==> src/common/pcint_pkg.sv <==
// Purpose: Constants for the pin-change detect block
// Assumes: Avalon-MM slave, 32-bit data, byte offsets
// Notes: Overview below lists the behaviour in brief
//
// Overview of operation
// Any pin combination may raise change interrupt
// Per-pin rising detector, armed by enable bit
// Per-pin falling detector, armed by enable bit
// Both enables set detect either polarity
// Enabled edge sets flag; irq needs master
// Master off: flags still set, no irq
// Summary flag set while any pin flag set
// Writing zero clears a pin change flag
// Edge during clear write leaves flag set
// Software clears flags by AND-mask write
// Enabled change wakes from Sleep with master
// Sleep edge recorded before first instruction
// Edge enables reset to zero on reset
// Flags are RW, hardware-set, reset zero
// Synchronise pins, compare samples for edges
package pcint_pkg;
  localparam int PCINT_PINS = 8;
  localparam int PCINT_AW = 4;
  // ==========================================================
  // Register byte offsets
  localparam logic [PCINT_AW-1:0] PCINT_OFS_RISE = 4'h0;
  localparam logic [PCINT_AW-1:0] PCINT_OFS_FALL = 4'h4;
  localparam logic [PCINT_AW-1:0] PCINT_OFS_FLAGS = 4'h8;
  localparam logic [PCINT_AW-1:0] PCINT_OFS_CTRL = 4'hC;
  // ==========================================================
  // Control register fields
  localparam int PCINT_CTRL_MASTER_BIT = 3;
  localparam int PCINT_CTRL_SUMMARY_BIT = 0;
  // ==========================================================
  // Reset values
  localparam logic [7:0] PCINT_RST_EN = 8'h00;
  localparam logic [7:0] PCINT_RST_FLAGS = 8'h00;
  localparam logic PCINT_RST_MASTER = 1'b0;
  localparam logic [31:0] PCINT_RD_UNMAPPED = 32'h0000_0000;
  typedef enum logic [1:0] {
    PCINT_BUS_IDLE = 2'b01,
    PCINT_BUS_DONE = 2'b10
  } pcint_bus_t;
endpackage

==> src/pcint_top.sv <==
// Purpose: Pin-change edge detect, flags, irq and wake
// Assumes: One clock, pins asynchronous to it
// Notes: Every access answers one cycle after request
`timescale 1ns/1ps
`default_nettype none
module pcint_top #(
  parameter int PINS = pcint_pkg::PCINT_PINS
) (
  input wire logic i_clk_sys,
  input wire logic i_rst,
  input wire logic [PINS-1:0] i_watched_pin,
  input wire logic [pcint_pkg::PCINT_AW-1:0] i_avs_address,
  input wire logic i_avs_read,
  input wire logic i_avs_write,
  input wire logic [31:0] i_avs_writedata,
  input wire logic [3:0] i_avs_byteenable,
  output logic [31:0] o_avs_readdata,
  output logic o_avs_waitrequest,
  output logic o_irq,
  output logic o_wake
);
  import pcint_pkg::*;

  // ==========================================================
  // Pin synchronisers and edge detect
  logic [PINS-1:0] sync_a;
  logic [PINS-1:0] sync_b;
  logic [PINS-1:0] prev;
  logic [PINS-1:0] rise_detect_enable;
  logic [PINS-1:0] fall_detect_enable;
  logic [PINS-1:0] pin_change_flags;
  logic [PINS-1:0] edge_hit;
  logic change_irq_master_enable;
  logic change_summary_flag;
  pcint_bus_t bus_state;
  logic acc_wr;
  logic acc_rd;

  // Two-stage sync, sample compare
  always_ff @(posedge i_clk_sys or posedge i_rst) begin
    if (i_rst) begin
      sync_a <= '0;
      sync_b <= '0;
      prev <= '0;
    end else begin
      sync_a <= i_watched_pin;
      sync_b <= sync_a;
      prev <= sync_b;
    end
  end

  genvar g;
  generate
    for (g = 0; g < PINS; g++) begin : g_pin
      // Per-pin armed detectors
      assign edge_hit[g] =
        (rise_detect_enable[g] & sync_b[g] & ~prev[g]) |
        (fall_detect_enable[g] & ~sync_b[g] & prev[g]);
    end
  endgenerate

  // ==========================================================
  // Avalon slave: one wait cycle, then answer
  // Write lands only at the edge where waitrequest is low
  assign acc_wr = i_avs_write & (bus_state == PCINT_BUS_DONE);
  assign acc_rd = i_avs_read & (bus_state == PCINT_BUS_IDLE);
  assign o_avs_waitrequest = (i_avs_read | i_avs_write) &
                             (bus_state == PCINT_BUS_IDLE);

  always_ff @(posedge i_clk_sys or posedge i_rst) begin
    if (i_rst) begin
      bus_state <= PCINT_BUS_IDLE;
    end else begin
      case (bus_state)
        PCINT_BUS_IDLE: begin
          if (i_avs_read | i_avs_write) begin
            bus_state <= PCINT_BUS_DONE;
          end
        end
        PCINT_BUS_DONE: begin
          bus_state <= PCINT_BUS_IDLE;
        end
        default: begin
          bus_state <= PCINT_BUS_IDLE;
        end
      endcase
    end
  end

  // Enables cleared by any reset
  always_ff @(posedge i_clk_sys or posedge i_rst) begin
    if (i_rst) begin
      rise_detect_enable <= PINS'(PCINT_RST_EN);
      fall_detect_enable <= PINS'(PCINT_RST_EN);
      change_irq_master_enable <= PCINT_RST_MASTER;
    end else if (acc_wr && i_avs_byteenable[0]) begin
      case (i_avs_address)
        PCINT_OFS_RISE: rise_detect_enable <= i_avs_writedata[PINS-1:0];
        PCINT_OFS_FALL: fall_detect_enable <= i_avs_writedata[PINS-1:0];
        PCINT_OFS_CTRL: begin
          change_irq_master_enable <=
            i_avs_writedata[PCINT_CTRL_MASTER_BIT];
        end
        default: begin
        end
      endcase
    end
  end

  // Flags set regardless of master
  // Written value lands, new edge wins
  // Set beats clear so AND-mask writes lose no edge
  always_ff @(posedge i_clk_sys or posedge i_rst) begin
    if (i_rst) begin
      pin_change_flags <= PINS'(PCINT_RST_FLAGS);
    end else if (acc_wr && i_avs_byteenable[0] &&
                 i_avs_address == PCINT_OFS_FLAGS) begin
      pin_change_flags <= i_avs_writedata[PINS-1:0] | edge_hit;
    end else begin
      pin_change_flags <= pin_change_flags | edge_hit;
    end
  end

  // Summary of all pin flags
  assign change_summary_flag = |pin_change_flags;

  // Read data registered; answer lands with waitrequest low
  always_ff @(posedge i_clk_sys or posedge i_rst) begin
    if (i_rst) begin
      o_avs_readdata <= PCINT_RD_UNMAPPED;
    end else if (acc_rd) begin
      o_avs_readdata <= PCINT_RD_UNMAPPED;
      case (i_avs_address)
        PCINT_OFS_RISE: o_avs_readdata[PINS-1:0] <= rise_detect_enable;
        PCINT_OFS_FALL: o_avs_readdata[PINS-1:0] <= fall_detect_enable;
        PCINT_OFS_FLAGS: o_avs_readdata[PINS-1:0] <= pin_change_flags;
        PCINT_OFS_CTRL: begin
          o_avs_readdata[PCINT_CTRL_MASTER_BIT] <=
            change_irq_master_enable;
          o_avs_readdata[PCINT_CTRL_SUMMARY_BIT] <= change_summary_flag;
        end
        default: begin
        end
      endcase
    end
  end

  // ==========================================================
  // Interrupt and wake outputs
  // Flag stored before wake shows
  always_ff @(posedge i_clk_sys or posedge i_rst) begin
    if (i_rst) begin
      o_irq <= 1'b0;
      o_wake <= 1'b0;
    end else begin
      o_irq <= change_irq_master_enable & change_summary_flag;
      o_wake <= change_irq_master_enable & change_summary_flag;
    end
  end
endmodule // pcint_top
`default_nettype wire
==> config.mk <==
export PLATFORM = sky130hd
export DESIGN_NAME = pcint_top
export DESIGN_NICKNAME = d
export VERILOG_FILES = /design/src/common/pcint_pkg.sv /design/src/pcint_top.sv
export SDC_FILE = /design/constraint.sdc
export NUM_CORES = 1
export LEC_CHECK = 0
export ABC_AREA = 1
export BUFFER_PORTS_ARGS = -buffer_cell sky130_fd_sc_hd__buf_2
export CORE_MARGIN = 8
export CORE_UTILIZATION = 30
export CTS_CLUSTER_SIZE = 24
export DETAILED_ROUTE_END_ITERATION = 10
export HOLD_SLACK_MARGIN = 0.05
export MAX_ROUTING_LAYER = met4
export PLACE_DENSITY = 0.62
export SLEW_MARGIN = 25
export SYNTH_ARGS = -nofsm -noshare
export SYNTH_HDL_FRONTEND = slang
export SYNTH_SLANG_ARGS = --single-unit
==> constraint.sdc <==
create_clock -name i_clk_sys -period 2.1 [get_ports i_clk_sys]
set_input_delay 0.21 -clock i_clk_sys [delete_from_list [all_inputs] [get_ports i_clk_sys]]
set_output_delay 0.21 -clock i_clk_sys [all_outputs]
set_load 0.01 [all_outputs]
* Yosys cells after proc, flatten, opt, wreduce, memory -nomap -nowiden
Index checks and enable logic that the tools add are counted.
** Operators by class
- Equality and inequality tests :: 6
- Mux-type cells :: 7
- Bitwise gates (word level) :: 63
- Reductions and logical operators :: 7
** Operators by type and width (number)
- 1-bit bitwise AND :: 36
- 1-bit NOT :: 16
- 8-bit OR :: 2
- 4-bit one-hot mux with 3 select lines :: 1
- 1-bit OR :: 9
- 4-bit equality test, second input constant :: 2
- 8-bit two-way mux :: 1
- 1-bit one-hot mux with 4 select lines :: 2
- 8-bit OR reduction :: 1
- 2-bit one-hot mux with 3 select lines :: 1
- 2-bit AND reduction :: 3
- 4-bit by 3-bit equality test with 1-bit output, second input constant :: 1
- 4-bit logical NOT :: 1
- 2-bit two-way mux :: 2
- 2-bit by 1-bit equality test with 1-bit output, second input constant :: 1
- 2-bit equality test, second input constant :: 1
- 1-bit logical AND :: 2
- 2-bit by 1-bit inequality test with 1-bit output, second input constant :: 1
** Word-level totals
- Flip-flop bits (word level) :: 60
- Input port bits :: 52
- Output and inout bits :: 35
- Logic and storage cells :: 93

* Longest topological paths before layout
Gate-level depths: netlist (run 1).
- Depth in word-level cells :: 6
- Depth in mapped cells :: 8
- Depth with buffers taken out :: 8

* Worst setup path before layout (run 1)
OpenSTA, ideal clock, no wires.
- Path kind :: register -> register
- Start point :: reg bus_state[0]
- End point :: reg o_avs_readdata[0]
- Library setup time :: 0.116 ns
- Arrival :: 1.165 ns
- Data required time :: 1.984 ns
- Path slack :: 0.818 ns
- Cell stages (with the launch flop) :: 8
- Path buffers :: 0
- Period minus slack after synthesis :: 1.282 ns
- Path through :: dfstp_2 -> inv_1 -> nor2_1 -> inv_1 -> nor2_2 -> inv_1 -> nand2_1 -> nand2_1
** On the way
- Word-level cells in the longest chain between the ends :: 2
** RTL lines
- start: declaration :: line pcint_top.sv:35 : pcint_bus_t bus_state;
- start signal: assignment :: line pcint_top.sv:72 : bus_state <= PCINT_BUS_IDLE;
- start signal: assignment :: line pcint_top.sv:77 : bus_state <= PCINT_BUS_DONE;
- start signal: assignment :: line pcint_top.sv:81 : bus_state <= PCINT_BUS_IDLE;
- 2-bit by 1-bit equality test with 1-bit output :: line pcint_top.sv:66 : assign acc_rd = i_avs_read & (bus_state == PCINT_BUS_IDLE);
- 1-bit bitwise AND :: line pcint_top.sv:66
- end signal: indexed assignment :: line pcint_top.sv:134 : PCINT_OFS_RISE: o_avs_readdata[PINS-1:0] <= rise_detect_enable;
- end signal: indexed assignment :: line pcint_top.sv:135 : PCINT_OFS_FALL: o_avs_readdata[PINS-1:0] <= fall_detect_enable;
- end signal: indexed assignment :: line pcint_top.sv:136 : PCINT_OFS_FLAGS: o_avs_readdata[PINS-1:0] <= pin_change_flags;
- end: declaration :: line pcint_top.sv:17 : output logic [31:0] o_avs_readdata,
No other way between the ends.
A chain may end at the register's enable or synchronous reset.

* Worst setup path in the final report (run 1)
- Start point :: reg bus_state[0]
- End point :: out o_avs_waitrequest
** On the way
- Word-level cells in the longest chain between the ends :: 2
** RTL lines
- 2-bit by 1-bit equality test with 1-bit output :: line pcint_top.sv:68 : (bus_state == PCINT_BUS_IDLE);
- 1-bit bitwise AND :: line pcint_top.sv:67 : assign o_avs_waitrequest = (i_avs_read | i_avs_write) &
- end: declaration :: line pcint_top.sv:18 : output logic o_avs_waitrequest,
No other way between the ends.

==> run metrics, run 1 <==
P_leak=1.64 nW; Worst Path Arrival=1340 ps; vias per std cell=~4.2; Core Box Area=8680 µm²; Peak VDD IR=between 0.4 and 0.5 mV; r2r startpoint=bus_state[0]; number of nets in the layout=between 300 and 400; Worst setup SP type=register; MaxCap Viol Count=0; worst r2r path cells=6; Initial Utilization=between 30% and 40%; Tightest Hold Check Type=input pin to register; Layout Skew=6.86 ps; Fin Setup TNS=0 ps; HPWL Detailed=3870 µm; wire per inst=11.8 µm; DR vias=1,852; RSZ-0062 raised after global routing=false; most frequent cells after synthesis=nand2_1, dfrtp_1, inv_1, buf_4, nand3_1; cell with the most instances after synthesis=nand2_1; die footprint=between 10,000 and 15,000 µm²; number of synthesized flops with an enable pin=0; Num CTS Buffers=9; ys flop type=dfrtp_1; CTS H-tree lvls=3; die height=110 µm; post_cts resized=0; sequential area share after synthesis=between 50% and 60%; cells after synthesis=about 280; CTS tree=built; WL final=5240 µm; final setup fails=0; post-synth cell types=26; largest net degree at the start of global routing=37; I/O pin cnt=87; post-synthesis async set-or-reset flop share=100%; Max-slew headroom=between 60 and 70%; Worst Hold Depth=2; Layout area overhead=19.9%; critical path class=register to output port; GRT overflow=0; #FFs+latches synth=60; Clk Tree Root Cell=clkbuf_8; Routed Antenna Nets=0; Tcrit/Tclk final=73.6%; transition time of the tightest slew-check pin=544 ps; Yosys warning count=0; Max Slew Vio Count=0; All-Layer GR Usage=10.0%; layout cells sized above 1=24.8%; top cell type by total area after synthesis=dfrtp_1; pwr dens=about 950 nW/µm²; global-route wire length before repair=9000 µm; Reg clk slew, reported paths=about 60 ps; post-synth top area share=55.3%; first-pass iteration count of the detailed router=4; clk sinks=60; r2r endpoint=fall_detect_enable[6]; Final Non-Filler Cells=443; Worst Path Required=approximately 1900 ps; die width=between 100 and 150 µm; Rows=34; Cell Area, Synth=2670 µm²; worst setup path end=o_avs_waitrequest; synth top area cells=dfrtp_1, nand2_1, buf_4, nand3_1, inv_1; Worst setup EP type=output port; DR iter-0 viols=96; status=complete, no violations; clock period minus worst slack=1550 ps; # port buffers=35; Worst Path Max Fanout=3; # placed instances=418; worst setup path start=bus_state[0]; diode count=0; max frequency=647 MHz; final hold violations=0; later-pin clock latency in the skew report=around 340 ps; vias in the first global route=1,916; RD Place Congestion=0.820; clock buffer depth=2; Remaining DRCs=0; R2R setup slack=750 ps; antenna violations before repair=0; Avg Cell Area, Syn=9.61 µm²
## layout make-up
cell class / instances / area (µm²)
Clock buffer: 12 / 165
Multi-Input combinational cell: 183 / 918
Clock inverter: 4 / 70.1
Fill cell: 878 / 5480
Sequential cell: 60 / 1500
Timing Repair Buffer: 47 / 300
Inverter: 29 / 110
Tap cell: 108 / 135
## cells in the final DEF, fill, tap and decap left out, drive strengths merged
master / instances
clkinv: 3
dfstp: 1
clkbuf: 12
nand4: 1
dlygate4sd3: 9
o211ai: 8
o21a: 1
nor2: 22
nand3: 23
inv: 28
conb: 24
o21ai: 18
bufinv: 2
buf: 38
nor3: 1
dfrtp: 59
a31oi: 9
nand2: 75
a21oi: 1
## critical path, cell delays in order, from the launching register on
cell and delay [ps]:
dfstp_2 520, inv_1 40, nor2_1 100, o21ai_0 150
inv_1 70, buf_2 120
## report_power, final
group	switching (W)	total [W]	leakage [nW]	internal, W
combinational	0.000263	0.000437	0.786	0.000174
clock	0.000436	0.00120	0.122	0.000761
sequential	0.0000962	0.00141	0.732	0.00131
total	0.000795	0.00304	1.64	0.00225
## layer usage
layer / vias to the layer above / GRT usage, % / part of all wire, %
li1: 951 / - / -
met1: 836 / 12.4 / 48
met2: 58 / 14.2 / 41
met3: 7 / 3.72 / 9.3
met4: 0 / 4.38 / 1.4
met5: - / - / 0
## sequential cells by signal, summed over array words and instances, names as in the netlist
name / flops
o_wake: 1
rise_detect_enable: 8
pin_change_flags: 8
bus_state: 2
fall_detect_enable: 8
change_irq_master_enable: 1
o_avs_readdata: 8
prev: 8
sync_a: 8
sync_b: 8
## worst min-delay path by stage
| stage | from | slack [ps] | to |
|---|---|---|---|
| floorplan | i_watched_pin[0] | 240 | sync_a[0] |
| global placement | i_rst | 290 | sync_a[0] |
| detailed placement | i_rst | 300 | sync_a[0] |
| CTS | i_avs_read | 90 | bus_state[0] |
| global route | i_avs_read | 110 | bus_state[0] |
| finish | i_avs_read | 100 | bus_state[0] |
## through the flow
stage / hold slack [ps] / setup WS (ps) / utilization (%) / total power [W] / instance area [µm²]
after floorplan: 241 / 407 / - / 0.00174 / 2760
after global placement: 288 / 741 / 33.1 / 0.00185 / 2880
after detailed placement: 295 / 737 / 33.1 / 0.00186 / 2880
after CTS: 94.8 / 522 / 36.9 / 0.00309 / 3200
after global routing: 113 / 407 / 36.9 / 0.00323 / 3200
final: 105 / 554 / 36.9 / 0.00304 / 3200
## repair_timing
action / CTS / global route
buffers inserted: 0 / 0
endpoints found under the hold margin: 31 / 0
hold buffers: 9 / 0
## kinds of logic (layout without fill, tap and decap cells)
group                  after synthesis  in the layout  share of synthesized area, %
and+or+nand+nor                    122            122                          20.3
other                                1             24                         0.140
DFF                                 60             60                          56.3
buffers and inverters               58             92                          12.6
AOI/OAI and AO/OA                   37             37                          10.7
Power figures use the tool's default switching activity.
==> inputs of run 2 (changes only) <==
--- a/config.mk
+++ b/config.mk
@@ -5,7 +5,7 @@
 export SDC_FILE = /design/constraint.sdc
 export NUM_CORES = 1
 export LEC_CHECK = 0
-export ABC_AREA = 1
+export ABC_AREA = 0
 export BUFFER_PORTS_ARGS = -buffer_cell sky130_fd_sc_hd__buf_2
 export CORE_MARGIN = 8
 export CORE_UTILIZATION = 30
@@ -13,7 +13,7 @@
 export DETAILED_ROUTE_END_ITERATION = 10
 export HOLD_SLACK_MARGIN = 0.05
 export MAX_ROUTING_LAYER = met4
-export PLACE_DENSITY = 0.62
+export PLACE_DENSITY = 0.64
 export SLEW_MARGIN = 25
 export SYNTH_ARGS = -nofsm -noshare
 export SYNTH_HDL_FRONTEND = slang
==> constraint.sdc (replaced) <==
create_clock -name i_clk_sys -period 1.3 [get_ports i_clk_sys]
set_input_delay 0.13 -clock i_clk_sys [delete_from_list [all_inputs] [get_ports i_clk_sys]]
set_output_delay 0.13 -clock i_clk_sys [all_outputs]
set_load 0.01 [all_outputs]
==> run 2 against run 1 <==
Critical path depth shrank 2. Hold slack lost 40 ps. Critical endpoint is now fall_detect_enable[3]. The flow now finishes with violations (setup timing). Clock skew shrank 2.1 ps. Synthesized area shrank 2.2%. Register-to-register slack lost 950 ps. Cell area grew 6.2%. Largest cell class unchanged. Via count shrank 1.6%.
==> run metrics, run 2 <==
Num CTS Buffers=9; vias per std cell=4.66; largest net degree at the start of global routing=61; cell with the most instances after synthesis=dfrtp_1; setup bufs post-CTS=0; status=finished with violations; CP max stage cell=dfstp_2; Layout area overhead=30.1%; antenna violations before repair=0; final setup fails=29; worst r2r path cells=3; Worst setup EP type=register; Initial Utilization=about 30%; commonest non-fill, non-tap cells in the layout=dfrtp_1, buf_2, conb_1; vias in the first global route=roughly 2,000; Peak VDD IR=between 0.5 and 0.6 mV; first-pass iteration count of the detailed router=5; CTS tree=built; Tcrit/Tclk final=115%; # placed instances=365; clock period minus worst slack=between 1000 and 1500 ps; post-synth cell types=37; global-route wire length before repair=9990 µm; Crit path largest cell delay=around 550 ps; post-synth top area share=between 50 and 60%; WHS=64.8 ps; Rows=34; #FFs+latches synth=60; die height=approximately 110 µm; Worst Path Max Fanout=8; most frequent cells after synthesis=dfrtp_1, buf_4, mux2_2, nand3_1; Routed Antenna Nets=0; later-pin clock latency in the skew report=roughly 340 ps; max frequency=~670 MHz; # port buffers=35; sequential area share after synthesis=a little under three fifths; critical path class=register to register; wire per inst=15.3 µm; final setup margin=-199 ps; cells after synthesis=206; CTS H-tree lvls=3; layout cells sized above 1=37.1%; top cell type by total area after synthesis=dfrtp_1; Core Box Area=roughly 8600 µm²; diode count=0; Max Slew Vio Count=0; number of synthesized flops with an enable pin=0; MaxCap Viol Count=0; final hold violations=0; Fin Setup TNS=-3810 ps; Tightest Hold Check Type=input pin to register; post-synthesis async set-or-reset flop share=100%; Yosys warning count=0; commonest non-fill, non-tap cell in the layout=dfrtp_1; worst slack at placement=-256 ps; die footprint=12,000 µm²; failing checks=setup timing; Layout Skew=4.72 ps; Clk Tree Root Cell=clkbuf_8; Cell Area, Synth=between 2000 and 3000 µm²; Critical Path Stages=3; All-Layer GR Usage=between 10 and 15%; Tot Pwr=0.00482 W; Final Non-Filler Cells=391; Reg clk slew, reported paths=60 ps; RSZ-0062 raised after global routing=true; largest delay contributor family on the critical path=flip-flops; DR vias=between 1,500 and 2,000; Worst setup SP type=register; synth top area cells=dfrtp_1, buf_4, mux2_2, nand3_1, mux2i_1; P_leak=1.58 nW; CP Buf/Inv Count=0; Worst Path Required=1520 ps; HPWL Detailed=4190 µm; ys flop type=dfrtp_1; WL final=5980 µm; die width=about 110 µm; DR iter-0 viols=86; Avg Cell Area, Syn=about 13 µm²; pwr dens=1420 nW/µm²; clock buffer depth=2; crit-path cells=and4b_2 -> nand3_4 -> mux2_4; GRT overflow=0; I/O pin cnt=87; Remaining DRCs=0; number of nets in the layout=330; RD Place Congestion=0.806; Worst Path Arrival=1720 ps; clk sinks=60; Worst Hold Depth=2
[run 2: changes by cell type after synthesis, moves of 7 or more]
cell,previous run,this run
a22o_1,0,7
a31oi_1,9,0
inv_1,27,2
mux2_2,0,16
mux2i_1,0,7
nand2_1,72,9
nand3b_1,0,9
nor2_1,17,4
o211ai_2,8,0
o21a_1,1,8
o21ai_0,10,0
o21ai_1,1,8
o21ai_2,7,0
[run 2: cell type report]
class / instances / area, µm²
Sequential cell: 60 / 1500
Fill cell: 855 / 5190
Clock buffer: 16 / 200
Timing Repair Buffer: 70 / 487
Multi-Input combinational cell: 135 / 1060
Inverter: 2 / 11.3
Tap cell: 108 / 135
[run 2: where the power goes]
group	internal, W	leakage [nW]	switching (W)
logic	0.000493	0.747	0.000438
registers	0.00211	0.733	0.000164
clock network	0.000955	0.103	0.000662
total	0.00355	1.58	0.00126
[run 2: kinds of logic after synthesis]
logic type | share of synthesized area (%)
flops | 57.5
buf+inv | 9.10
mux | 11.0
compound gates | 9.34
simple gates | 12.9
other cells | 0.144
[run 2: worst paths after layout]
| path | startpoint | slack, ps | to |
|---|---|---|---|
| setup / recovery | bus_state[0] | -200 | fall_detect_enable[3] |
| hold / removal | i_avs_writedata[7] | 60 | fall_detect_enable[7] |
| setup reg to reg | bus_state[0] | -200 | fall_detect_enable[3] |
| hold reg to reg | sync_a[6] | 350 | sync_b[6] |
| max in group asynchronous | i_rst | 580 | bus_state[0] |
| min in group asynchronous | i_rst | 420 | sync_b[4] |
[run 2: stage by stage]
| step | cell area (µm²) | utilization (%) |
|---|---|---|
| 3_5_place_dp | 2990 | 34.8 |
| 2_1_floorplan | 2720 | - |
| 3_3_place_gp | 2990 | 34.8 |
| 4_1_cts | 3380 | 39.4 |
| 5_1_grt | 3400 | 39.6 |
| 6_report | 3400 | 39.6 |
[run 2: what timing repair did]
item / 4_1_cts / 5_1_grt
setup endpoints to repair: 33 / 35
pin swaps: 5 / 5
endpoints found under the hold margin: 69 / 0
resized for setup: 25 / 3
hold buffers: 10 / 0
[run 2: worst reg2reg max path, cell delays in order, from the launching register on]
cell     delay (ps)
dfstp_2         550
and4b_2         290
nand3_4         220
mux2_4          330
[run 2: metal layers]
| metal | GRT usage (%) | share of wire, % | vias up |
|---|---|---|---|
| li1 | - | - | 837 |
| met1 | 13.5 | 46 | 909 |
| met2 | 17.1 | 46 | 65 |
| met3 | 3.75 | 6.9 | 12 |
| met4 | 4.63 | 1.6 | 0 |
| met5 | - | 0 | - |
